===== src/design/pcr_consts.vh =====
`ifndef PCR_CONSTS_VH
`define PCR_CONSTS_VH

// Register indices (byte address is four times the index)
`define PCR_IDX_LINE_OUT 8'h0F
`define PCR_IDX_SPK_MIX 8'h10
`define PCR_IDX_SPK_OUT 8'h11
`define PCR_IDX_CONV_MIC 8'h12
`define PCR_IDX_MCLK_DIV 8'h14
`define PCR_IDX_CLK_RATE 8'h15
`define PCR_IDX_RATIO_STAT 8'h40

// Field positions
`define PCR_BIT_LEFT 1
`define PCR_BIT_RIGHT 0
`define PCR_BIT_CONV_L 3
`define PCR_BIT_CONV_R 2
`define PCR_BIT_MIC_L 1
`define PCR_BIT_MIC_R 0
`define PCR_BIT_HALVE 0
`define PCR_BIT_SRC 15
`define PCR_RATIO_HI 13
`define PCR_RATIO_LO 10
`define PCR_FAMILY_HI 9
`define PCR_FAMILY_LO 8
`define PCR_RATE_HI 3
`define PCR_RATE_LO 0

// Reset values
`define PCR_RST_PWR 16'h0000
`define PCR_RST_RATIO 4'h3
`define PCR_RST_FAMILY 2'h0
`define PCR_RST_RATE 4'h8

// Clock family codes
`define PCR_FAM_256 2'h0
`define PCR_FAM_272 2'h1
`define PCR_FAM_250 2'h2

`endif


===== src/design/pcr_ratio_decode.v =====
`timescale 1ns/1ps
`include "pcr_consts.vh"

module pcr_ratio_decode (
   // Selection
   input wire [1:0] family,
   input wire [3:0] ratio_code,
   // Result
   output reg [10:0] ratio_mult,
   output reg ratio_valid
);

   // ---------------------------------------------------------------
   // Multiplier lookup
   // ---------------------------------------------------------------
   always @* begin
      ratio_mult = 11'h000;
      ratio_valid = 1'b1;
      case (family)
         `PCR_FAM_256: begin
            case (ratio_code)
               4'h0: ratio_mult = 11'd64;
               4'h1: ratio_mult = 11'd128;
               4'h2: ratio_mult = 11'd192;
               4'h3: ratio_mult = 11'd256;
               4'h4: ratio_mult = 11'd384;
               4'h5: ratio_mult = 11'd512;
               4'h6: ratio_mult = 11'd768;
               4'h7: ratio_mult = 11'd1024;
               4'h8: ratio_mult = 11'd1408;
               4'h9: ratio_mult = 11'd1536;
               default: ratio_valid = 1'b0; // RULE_09
            endcase
         end
         `PCR_FAM_272: begin
            case (ratio_code)
               4'h0: ratio_mult = 11'd68;
               4'h1: ratio_mult = 11'd136;
               4'h2: ratio_mult = 11'd204;
               4'h3: ratio_mult = 11'd272;
               4'h4: ratio_mult = 11'd408;
               4'h5: ratio_mult = 11'd544;
               4'h6: ratio_mult = 11'd816;
               4'h7: ratio_mult = 11'd1088;
               4'h8: ratio_mult = 11'd1496;
               4'h9: ratio_mult = 11'd1632;
               default: ratio_valid = 1'b0; // RULE_10
            endcase
         end
         `PCR_FAM_250: begin
            case (ratio_code)
               4'h0: ratio_mult = 11'd125;
               4'h1: ratio_mult = 11'd125;
               4'h2: ratio_mult = 11'd250;
               4'h3: ratio_mult = 11'd250;
               4'h4: ratio_mult = 11'd375;
               4'h5: ratio_mult = 11'd500;
               4'h6: ratio_mult = 11'd750;
               4'h7: ratio_mult = 11'd1000;
               4'h8: ratio_mult = 11'd1000;
               4'h9: ratio_mult = 11'd1500;
               default: ratio_valid = 1'b0;
            endcase
         end
         default: ratio_valid = 1'b0; // RULE_11
      endcase
   end

endmodule


===== src/design/pcr_regs.v =====
// Overview of operation
// RULE_01: 0x0F bits 1/0 enable line outputs
// RULE_02: 0x10 bits 1/0 enable speaker mixers
// RULE_03: 0x11 bits 1/0 enable speaker drivers
// RULE_04: 0x12 bits 3/2 enable converters
// RULE_05: 0x12 bits 1/0 enable digital mics
// RULE_06: 0x15 bit 15 selects loop clock source
// RULE_07: 0x14 bit 0 halves master clock
// RULE_08: 0x15 bits 13:10 ratio, reset 0011
// RULE_09: 256 family codes 0-9, rest reserved
// RULE_10: 272 family codes map 68 to 1632
// RULE_11: 0x15 bits 9:8 select family, reset 00
// RULE_12: Enables drive outputs straight from registers
//
// The APB register port was chosen for this implementation.
`timescale 1ns/1ps
`include "pcr_consts.vh"

module pcr_regs (
   // Clock and reset
   input wire pclk,
   input wire presetn,
   // APB slave
   input wire psel,
   input wire penable,
   input wire pwrite,
   input wire [11:0] paddr,
   input wire [31:0] pwdata,
   input wire [3:0] pstrb,
   output wire pready,
   output wire pslverr,
   output reg [31:0] prdata,
   // Path enables
   output wire left_line_out_en,
   output wire right_line_out_en,
   output wire left_spk_mixer_en,
   output wire right_spk_mixer_en,
   output wire left_spk_driver_en,
   output wire right_spk_driver_en,
   output wire left_converter_en,
   output wire right_converter_en,
   output wire left_digital_mic_en,
   output wire right_digital_mic_en,
   // Clock configuration
   output wire master_clock_halve,
   output wire sys_clock_source_sel,
   output wire [3:0] sys_clock_ratio,
   output wire [1:0] sys_clock_family,
   output wire [3:0] sample_rate_sel,
   output reg [10:0] ratio_mult,
   output reg ratio_valid
);

   // ---------------------------------------------------------------
   // Register storage
   // ---------------------------------------------------------------
   reg [1:0] line_out_ff;
   reg [1:0] spk_mix_ff;
   reg [1:0] spk_out_ff;
   reg [3:0] conv_mic_ff;
   reg halve_ff;
   reg src_ff;
   reg [3:0] ratio_ff;
   reg [1:0] family_ff;
   reg [3:0] rate_ff;

   wire [9:0] idx;
   wire wr_en;
   wire lo_wr;
   wire hi_wr;
   wire hit;
   wire [10:0] nxt_ratio_mult;
   wire nxt_ratio_valid;
   reg [15:0] rd_word;
   reg rd_hit;

   assign idx = paddr[11:2];
   assign wr_en = psel & penable & pwrite;
   assign lo_wr = wr_en & pstrb[0];
   assign hi_wr = wr_en & pstrb[1];
   assign pready = 1'b1;
   assign hit = rd_hit & (paddr[1:0] == 2'b00);
   assign pslverr = psel & penable & ~hit;

   // ---------------------------------------------------------------
   // Writes
   // ---------------------------------------------------------------
   always @(posedge pclk or negedge presetn) begin
      if (!presetn) begin
         line_out_ff <= 2'h0;
         spk_mix_ff <= 2'h0;
         spk_out_ff <= 2'h0;
         conv_mic_ff <= 4'h0;
         halve_ff <= 1'b0;
         src_ff <= 1'b0;
         ratio_ff <= `PCR_RST_RATIO;
         family_ff <= `PCR_RST_FAMILY;
         rate_ff <= `PCR_RST_RATE;
      end else if (paddr[1:0] == 2'b00) begin
         if (lo_wr && idx == {2'b00, `PCR_IDX_LINE_OUT}) begin
            line_out_ff <= pwdata[1:0]; // RULE_01
         end
         if (lo_wr && idx == {2'b00, `PCR_IDX_SPK_MIX}) begin
            spk_mix_ff <= pwdata[1:0]; // RULE_02
         end
         if (lo_wr && idx == {2'b00, `PCR_IDX_SPK_OUT}) begin
            spk_out_ff <= pwdata[1:0]; // RULE_03
         end
         if (lo_wr && idx == {2'b00, `PCR_IDX_CONV_MIC}) begin
            conv_mic_ff <= pwdata[3:0]; // RULE_04 RULE_05
         end
         if (lo_wr && idx == {2'b00, `PCR_IDX_MCLK_DIV}) begin
            halve_ff <= pwdata[`PCR_BIT_HALVE]; // RULE_07
         end
         if (idx == {2'b00, `PCR_IDX_CLK_RATE}) begin
            if (hi_wr) begin
               src_ff <= pwdata[`PCR_BIT_SRC]; // RULE_06
               ratio_ff <= pwdata[`PCR_RATIO_HI:`PCR_RATIO_LO]; // RULE_08
               family_ff <= pwdata[`PCR_FAMILY_HI:`PCR_FAMILY_LO]; // RULE_11
            end
            if (lo_wr) begin
               rate_ff <= pwdata[`PCR_RATE_HI:`PCR_RATE_LO];
            end
         end
      end
   end

   // ---------------------------------------------------------------
   // Read mux
   // ---------------------------------------------------------------
   always @* begin
      rd_word = 16'h0000;
      rd_hit = 1'b1;
      case (idx)
         {2'b00, `PCR_IDX_LINE_OUT}: rd_word = {14'h0000, line_out_ff};
         {2'b00, `PCR_IDX_SPK_MIX}: rd_word = {14'h0000, spk_mix_ff};
         {2'b00, `PCR_IDX_SPK_OUT}: rd_word = {14'h0000, spk_out_ff};
         {2'b00, `PCR_IDX_CONV_MIC}: rd_word = {12'h000, conv_mic_ff};
         {2'b00, `PCR_IDX_MCLK_DIV}: rd_word = {15'h0000, halve_ff};
         {2'b00, `PCR_IDX_CLK_RATE}: begin
            rd_word = {src_ff, 1'b0, ratio_ff, family_ff, 4'h0, rate_ff};
         end
         {2'b00, `PCR_IDX_RATIO_STAT}: begin
            rd_word = {4'h0, ratio_valid, ratio_mult};
         end
         default: rd_hit = 1'b0;
      endcase
   end

   always @(posedge pclk or negedge presetn) begin
      if (!presetn) begin
         prdata <= 32'h00000000;
      end else if (psel && !penable && !pwrite) begin
         prdata <= {16'h0000, rd_word};
      end
   end

   // ---------------------------------------------------------------
   // Ratio decode
   // ---------------------------------------------------------------
   pcr_ratio_decode u_decode (
      .family(family_ff),
      .ratio_code(ratio_ff),
      .ratio_mult(nxt_ratio_mult),
      .ratio_valid(nxt_ratio_valid)
   );

   always @(posedge pclk or negedge presetn) begin
      if (!presetn) begin
         ratio_mult <= 11'd256;
         ratio_valid <= 1'b1;
      end else begin
         ratio_mult <= nxt_ratio_mult; // RULE_09 RULE_10
         ratio_valid <= nxt_ratio_valid;
      end
   end

   // ---------------------------------------------------------------
   // Outputs straight from storage
   // ---------------------------------------------------------------
   assign left_line_out_en = line_out_ff[`PCR_BIT_LEFT]; // RULE_12
   assign right_line_out_en = line_out_ff[`PCR_BIT_RIGHT]; // RULE_12
   assign left_spk_mixer_en = spk_mix_ff[`PCR_BIT_LEFT];
   assign right_spk_mixer_en = spk_mix_ff[`PCR_BIT_RIGHT];
   assign left_spk_driver_en = spk_out_ff[`PCR_BIT_LEFT];
   assign right_spk_driver_en = spk_out_ff[`PCR_BIT_RIGHT];
   assign left_converter_en = conv_mic_ff[`PCR_BIT_CONV_L];
   assign right_converter_en = conv_mic_ff[`PCR_BIT_CONV_R];
   assign left_digital_mic_en = conv_mic_ff[`PCR_BIT_MIC_L];
   assign right_digital_mic_en = conv_mic_ff[`PCR_BIT_MIC_R];
   assign master_clock_halve = halve_ff;
   assign sys_clock_source_sel = src_ff;
   assign sys_clock_ratio = ratio_ff;
   assign sys_clock_family = family_ff;
   assign sample_rate_sel = rate_ff;

endmodule


===== config.mk =====
export PLATFORM = sky130hd
export DESIGN_NAME = pcr_regs
export DESIGN_NICKNAME = d
export VERILOG_FILES = /design/src/design/pcr_ratio_decode.v /design/src/design/pcr_regs.v
export VERILOG_INCLUDE_DIRS = /design/src /design/src/design
export SDC_FILE = /design/constraint.sdc
export NUM_CORES = 1
export LEC_CHECK = 0
export BUFFER_PORTS_ARGS = -buffer_cell sky130_fd_sc_hd__buf_2
export CAP_MARGIN = 20
export CORE_UTILIZATION = 45
export CTS_BUF_LIST = sky130_fd_sc_hd__clkbuf_8
export DETAILED_ROUTE_END_ITERATION = 6
export HOLD_SLACK_MARGIN = 0.12
export PLACE_DENSITY = 0.77
export SETUP_SLACK_MARGIN = 0.05
export SYNTH_ARGS = -nofsm -noshare
export SYNTH_HDL_FRONTEND = slang
export SYNTH_HIERARCHICAL = 1
export SYNTH_SLANG_ARGS = --single-unit

===== constraint.sdc =====
create_clock -name pclk -period 1.6 [get_ports pclk]
set_input_delay 0 -clock pclk [delete_from_list [all_inputs] [get_ports pclk]]
set_output_delay 0 -clock pclk [all_outputs]
set_load 0.01 [all_outputs]

## Yosys cells after proc, flatten, opt, wreduce, memory -nomap -nowiden

Index checks and enable logic that the tools add are counted.

| operators by class | value |
|---|---|
| bitwise operators | 7 |
| reduce and logical (&&, ||, !) cells | 25 |
| magnitude comparators | 0 |
| div/mod/pow operators | 0 |
| muxes and demuxes | 8 |
| add/subtract/negate cells | 0 |
| multiply operators | 0 |
| shift operators | 0 |
| equal/unequal tests | 18 |

Operators by type and width:

| cell | count |
|---|---|
| $pmux W11 S10 | 2 |
| $pmux W16 S7 | 1 |
| $pmux W11 S7 | 1 |
| $eq A10 B5 Y1 const B | 5 |
| $pmux W11 S3 | 1 |
| $eq A4 B3 Y1 const B | 4 |
| $eq A10 B4 Y1 const B | 1 |
| $eq A10 B7 Y1 const B | 1 |
| $reduce_and A2 Y1 | 5 |
| $reduce_or A10 Y1 | 1 |
| $eq A4 B2 Y1 const B | 2 |
| $eq A4 B4 Y1 const B | 2 |
| $logic_and A1 B1 Y1 | 7 |
| $reduce_or A7 Y1 | 1 |
| $and A1 B1 Y1 | 6 |
| $reduce_and A3 Y1 | 2 |
| $reduce_or A2 Y1 | 3 |
| $eq A4 B1 Y1 const B | 1 |
| $logic_not A2 Y1 | 2 |
| $logic_not A4 Y1 | 1 |
| $mux W1 | 3 |
| $reduce_or A3 Y1 | 1 |
| $eq A2 B1 Y1 const B | 1 |
| $eq A2 B2 Y1 const B | 1 |
| 2 further kinds | 3 |

| word-level totals | value |
|---|---|
| memory bits (writable) | 0 |
| bits in read-only memories | 0 |
| latch bits | 0 |
| memories kept | 0 |
| output and inout port bits | 68 |
| flip-flop bits (word level) | 50 |
| input port bits | 53 |

## Longest topological paths before layout

| logic depth | value |
|---|---|
| word-level depth | 6 |
| depth in mapped cells | 6 |
| depth with buffers taken out | 4 |

## Cells and area by module

The synthesis kept the hierarchy.

Modules (own cells, without submodules):

| module | cells an instance | times used | area each (um^2) | seq. area each (um^2) |
|---|---|---|---|---|
| pcr_regs | 201 | 1 | 2329.7 | 1232.4 |
| pcr_ratio_decode | 71 | 1 | 434.2 | 0.0 |

## Least setup slack after synthesis

OpenSTA, ideal clock, no wires.

| path | value |
|---|---|
| kind | flip-flop to flip-flop |
| start point | register ratio_ff[0], in the netlist sys_clock_ratio[0] |
| end point | register ratio_mult[9] |
| slack | 0.108 ns |
| clock period less this slack | 1.492 ns |
| arrival | 1.409 ns |
| buffers on the path | 2 |
| stages on the path, launching flop included | 5 |
| path through | dfstp_2 buf_6 clkbuf_1 mux2_2 o22ai_1 |

| between the ends | value |
|---|---|
| word-level cells in the longest chain between the ends | 4 |

RTL lines:

| what | line | text |
|---|---|---|
| start: declaration | pcr_regs.v:63 | `reg [3:0] ratio_ff;` |
| start signal: assignment | pcr_regs.v:96 | `` ratio_ff <= `PCR_RST_RATIO; `` |
| start signal: assignment | pcr_regs.v:118 | `` ratio_ff <= pwdata[`PCR_RATIO_HI:`PCR_RATIO_LO]; `` |
| $eq A4 B3 Y1, or another cell as far along | pcr_ratio_decode.v:21, pcr_ratio_decode.v:36, pcr_ratio_decode.v:51 |  |
| $reduce_or A2 Y1 (no line) | - |  |
| $pmux W11 S7 | pcr_ratio_decode.v:51 | `case (ratio_code)` |
| $pmux W11 S3 (*) | pcr_ratio_decode.v:19 | `case (family)` |
| via nxt_ratio_mult[9] | pcr_regs.v:72 | `wire [10:0] nxt_ratio_mult;` |
| end signal: assignment | pcr_regs.v:173 | `ratio_mult <= nxt_ratio_mult;` |
| end: declaration | pcr_regs.v:50 | `output reg [10:0] ratio_mult,` |

The timed path passes the listed nets; every way through them passes the cells marked *.
A chain may end at the register's enable or synchronous reset.

## Final worst setup path

| path | value |
|---|---|
| start point | register family_ff[0], in the netlist sys_clock_family[0] |
| end point | register ratio_mult[9] |

| between the ends | value |
|---|---|
| word-level cells in the longest chain between the ends | 2 |

RTL lines:

| what | line | text |
|---|---|---|
| start: declaration | pcr_regs.v:64 | `reg [1:0] family_ff;` |
| start signal: assignment | pcr_regs.v:97 | `` family_ff <= `PCR_RST_FAMILY; `` |
| start signal: assignment | pcr_regs.v:119 | `` family_ff <= pwdata[`PCR_FAMILY_HI:`PCR_FAMILY_LO]; `` |
| $eq A2 B2 Y1, or another cell as far along | pcr_ratio_decode.v:19 |  |
| $pmux W11 S3 (*) | pcr_ratio_decode.v:19 |  |
| via nxt_ratio_mult[9] | pcr_regs.v:72 |  |

Marks and branches as above.

==> key figures <==
Setup path
  – Critical Path RT: between 1.5 and 2 ns
  – Critical path arrival: between 1.5 and 2 ns
  – Crit end category: flip-flop
  – Worst setup SP type: flip-flop
  – WS Path Type: reg2reg
  – Crit Path Max Fanout: 11

Synthesis
  – Count of cell types in the netlist: 57
  – Sequential fraction of the synthesis area: roughly 45%
  – Synth Area in Compound Gates: about 14%
  – FFs w/ async S/R, synth: 100%
  – EDFF count, synth: 0
  – Adder-Cell Fraction of Synth Area: 0%
  – Largest family of logic cells by synthesized area: simple AND/OR/NAND/NOR gates
  – Post-synthesis xor/xnor area fraction: 0.634%
  – YS warnings: 6
  – Mux cell area share after synthesis: between 10% and 20%
  – Post-Synthesis Cells: between 200 and 300
  – Top FF cell, synth: dfrtp_1
  – Simple-Gate Fraction of Synth Area: approximately a fifth
  – Netlist Area Pre-Place: roughly 2800 um^2
  – Syn avg cell area: roughly 10 um^2
  – #FFs+latches synth: 49

Pwr
  – Leak: roughly 1.7 nW
  – Design Power: roughly 2.5 mW
  – Worst vdd ir: 0.369 mV
  – Cell Pwr Density: ~700 nW/um^2

Timing
  – RSZ-0062 raised after global routing: yes
  – Setup ws final: 0.137 ns
  – Final setup viols: 0
  – Final critical-path required period: 1.46 ns
  – Final setup skew: around 0.0059 ns
  – Final period util: 91.4%
  – Max_slew headroom: between 50% and 60%
  – Final Hold Fails: 0
  – Worst hold slack: between 0.1 and 0.15 ns
  – Fmax achieved: approximately 680 MHz
  – Post-route setup TNS: 0 ns
  – Slew Limit Fails: 0
  – Worst Tran Pin Value: 0.626 ns

Global routing
  – Global route overflow: 0
  – First-pass GRT wire length: between 10000 and 15000 um
  – Antenna violations before repair: 0
  – Largest net degree at the start of global routing: 50
  – Vias in the first global route: ~2200
  – Tot GR Track Use: a little over a fifth

Clocking
  – CTS max path bufs: 2
  – CTS Buf Count: 5
  – Worst-path clk slew: ~0.090 ns
  – Clk root buf: clkbuf_8
  – Deepest level of the CTS H-tree: 2
  – Setup Buffers After CTS: 0
  – CTS tree: yes
  – Clock Sinks: 49
  – Worst-Skew Late Latency: around 0.3 ns

Cells and area
  – # fillers: ~520
  – Share of cells above drive strength 1: between 40% and 50%
  – Layout area overhead: 26.6%
  – Non-Filler Instances: 446
  – Final nets: between 400 and 500
  – Ant. Diodes: 0
  – Most frequent cells in the layout: buf_2 (79), dfrtp_1 (44), mux2_2 (25), nand2_1 (24)
  – Most common cell after layout, fill and taps aside: buf_2

Drt
  – Router iterations before antenna repair: 4
  – Routed WL per cell: ~15 um
  – Final ANT Viol Nets: 0
  – Routed wire length: about 6600 um
  – DRT iter0 DRCs: around 130
  – Via total after detailed routing: roughly 2400
  – Vias per cell: 5.37
  – Drt drc: 0

Place
  – # port buffers: 79
  – Dpl hpwl: a little under 5000 um
  – DP Worst Slack: roughly 0.015 ns
  – Dpl cells: around 430
  – Routability Congestion: approximately 0.86

Floorplan
  – Die width: approximately 80 um
  – IO Count: ~120
  – CORE AREA: just under 6000 um^2
  – DIE AREA: roughly 6500 um^2
  – FP Rows: 28
  – Die Height: about 80 um
  – Starting Density: a little under half

Worst hold path
  – Hold WC Path Type: in2reg

Outcome
  – Outcome: completed

Job
  – # Max-Cap Violations: 0
## where the power goes
part           internal, mW  switching, mW  total (mW)  leakage (nW)
Sequential             1.27         0.0158        1.28         0.647
Combinational         0.112          0.160       0.272          1.04
Clock                 0.469          0.428       0.897        0.0585
## cells in the mapped netlist, drive strengths merged (5+ instances only)
master  count  area [um^2]
a21oi       6         30.0
a221oi      6         52.6
a31oi       6         37.5
buf        28          194
clkbuf      9         33.8
dfrtp      44         1100
dfstp       5          131
mux2       25          282
nand2      24         90.1
nand2b      5         31.3
nand3      11         67.6
nor2       20         75.1
nor3        6         46.3
nor4        6         73.8
o21ai      13         68.8
## cell families after synthesis
| kind of cell | after synthesis |
|---|---|
| simple gates | 95 |
| other cells | 2 |
| flops | 49 |
| xor+xnor | 2 |
| compound gates | 55 |
| buf+inv | 41 |
| mux | 28 |
## final timing paths
| check | depth (start not counted) | startpoint | slack [ns] | end |
|---|---|---|---|---|
| min reg2reg | 2 | prdata[7]$_DFFE_PN0P_ | 0.47 | prdata[7]$_DFFE_PN0P_ |
| min in group asynchronous | 3 | presetn | 0.32 | prdata[9]$_DFFE_PN0P_ |
| max in group asynchronous | 3 | presetn | 0.85 | sample_rate_sel[1]$_DFFE_PN0P_ |
| max | 4 | sys_clock_family[0]$_DFFE_PN0P_ | 0.14 | ratio_mult[9]$_DFF_PN0_ |
| min | 4 | paddr[5] | 0.12 | prdata[0]$_DFFE_PN0P_ |
| max reg2reg | 4 | sys_clock_family[0]$_DFFE_PN0P_ | 0.14 | ratio_mult[9]$_DFF_PN0_ |
## flip-flops by register name, summed over array words and instances (netlist names)
| signal | cells |
|---|---|
| conv_mic_ff | 4 |
| line_out_ff | 2 |
| master_clock_halve | 1 |
| prdata | 15 |
| ratio_mult | 11 |
| ratio_valid | 1 |
| sample_rate_sel | 4 |
| spk_mix_ff | 2 |
| spk_out_ff | 2 |
| sys_clock_family | 2 |
| sys_clock_ratio | 4 |
| sys_clock_source_sel | 1 |
## worst max-delay path, stage by stage (launching register included)
cell and delay [ns]:
dfrtp_1 0.53, nand2b_1 0.37, o21ai_0 0.19, a21oi_1 0.17, o22ai_1 0.09
## area by class of cell
cell class	count	area (um^2)	share of cell area (%)
multi-input cells	198	1360	38.8
inverters	4	15.0	0.429
clock inverters	3	43.8	1.25
flip-flops and latches	49	1230	35.2
repair buffers	112	686	19.6
clock buffers	5	68.8	1.97
well taps	75	93.8	2.68
## through the flow
stage | instance area, um^2 | utilization, %
final | 3500 | 59.1
after detailed placement | 3260 | 55.1
after global placement | 3260 | 55.1
after floorplan | 2820 | -
after global routing | 3500 | 59.1
after CTS | 3490 | 59.0
## per-layer routing
layer	vias to the layer above	global-route usage [%]	share of wire [%]	routed length, um
met5	-	0	0	0
met4	0	8.39	2.4	159
met3	15	4.20	5.0	328
met2	77	31.7	46	3010
met1	1150	30.5	47	3090
li1	1151	-	-	-
## repair_timing
action                                 in CTS  in global routing
gates resized for setup                     0                  1
hold buffers                               12                  0
endpoints found under the hold margin      66                  0
setup endpoints to repair                   0                  4
Power figures use the tool's default switching activity.
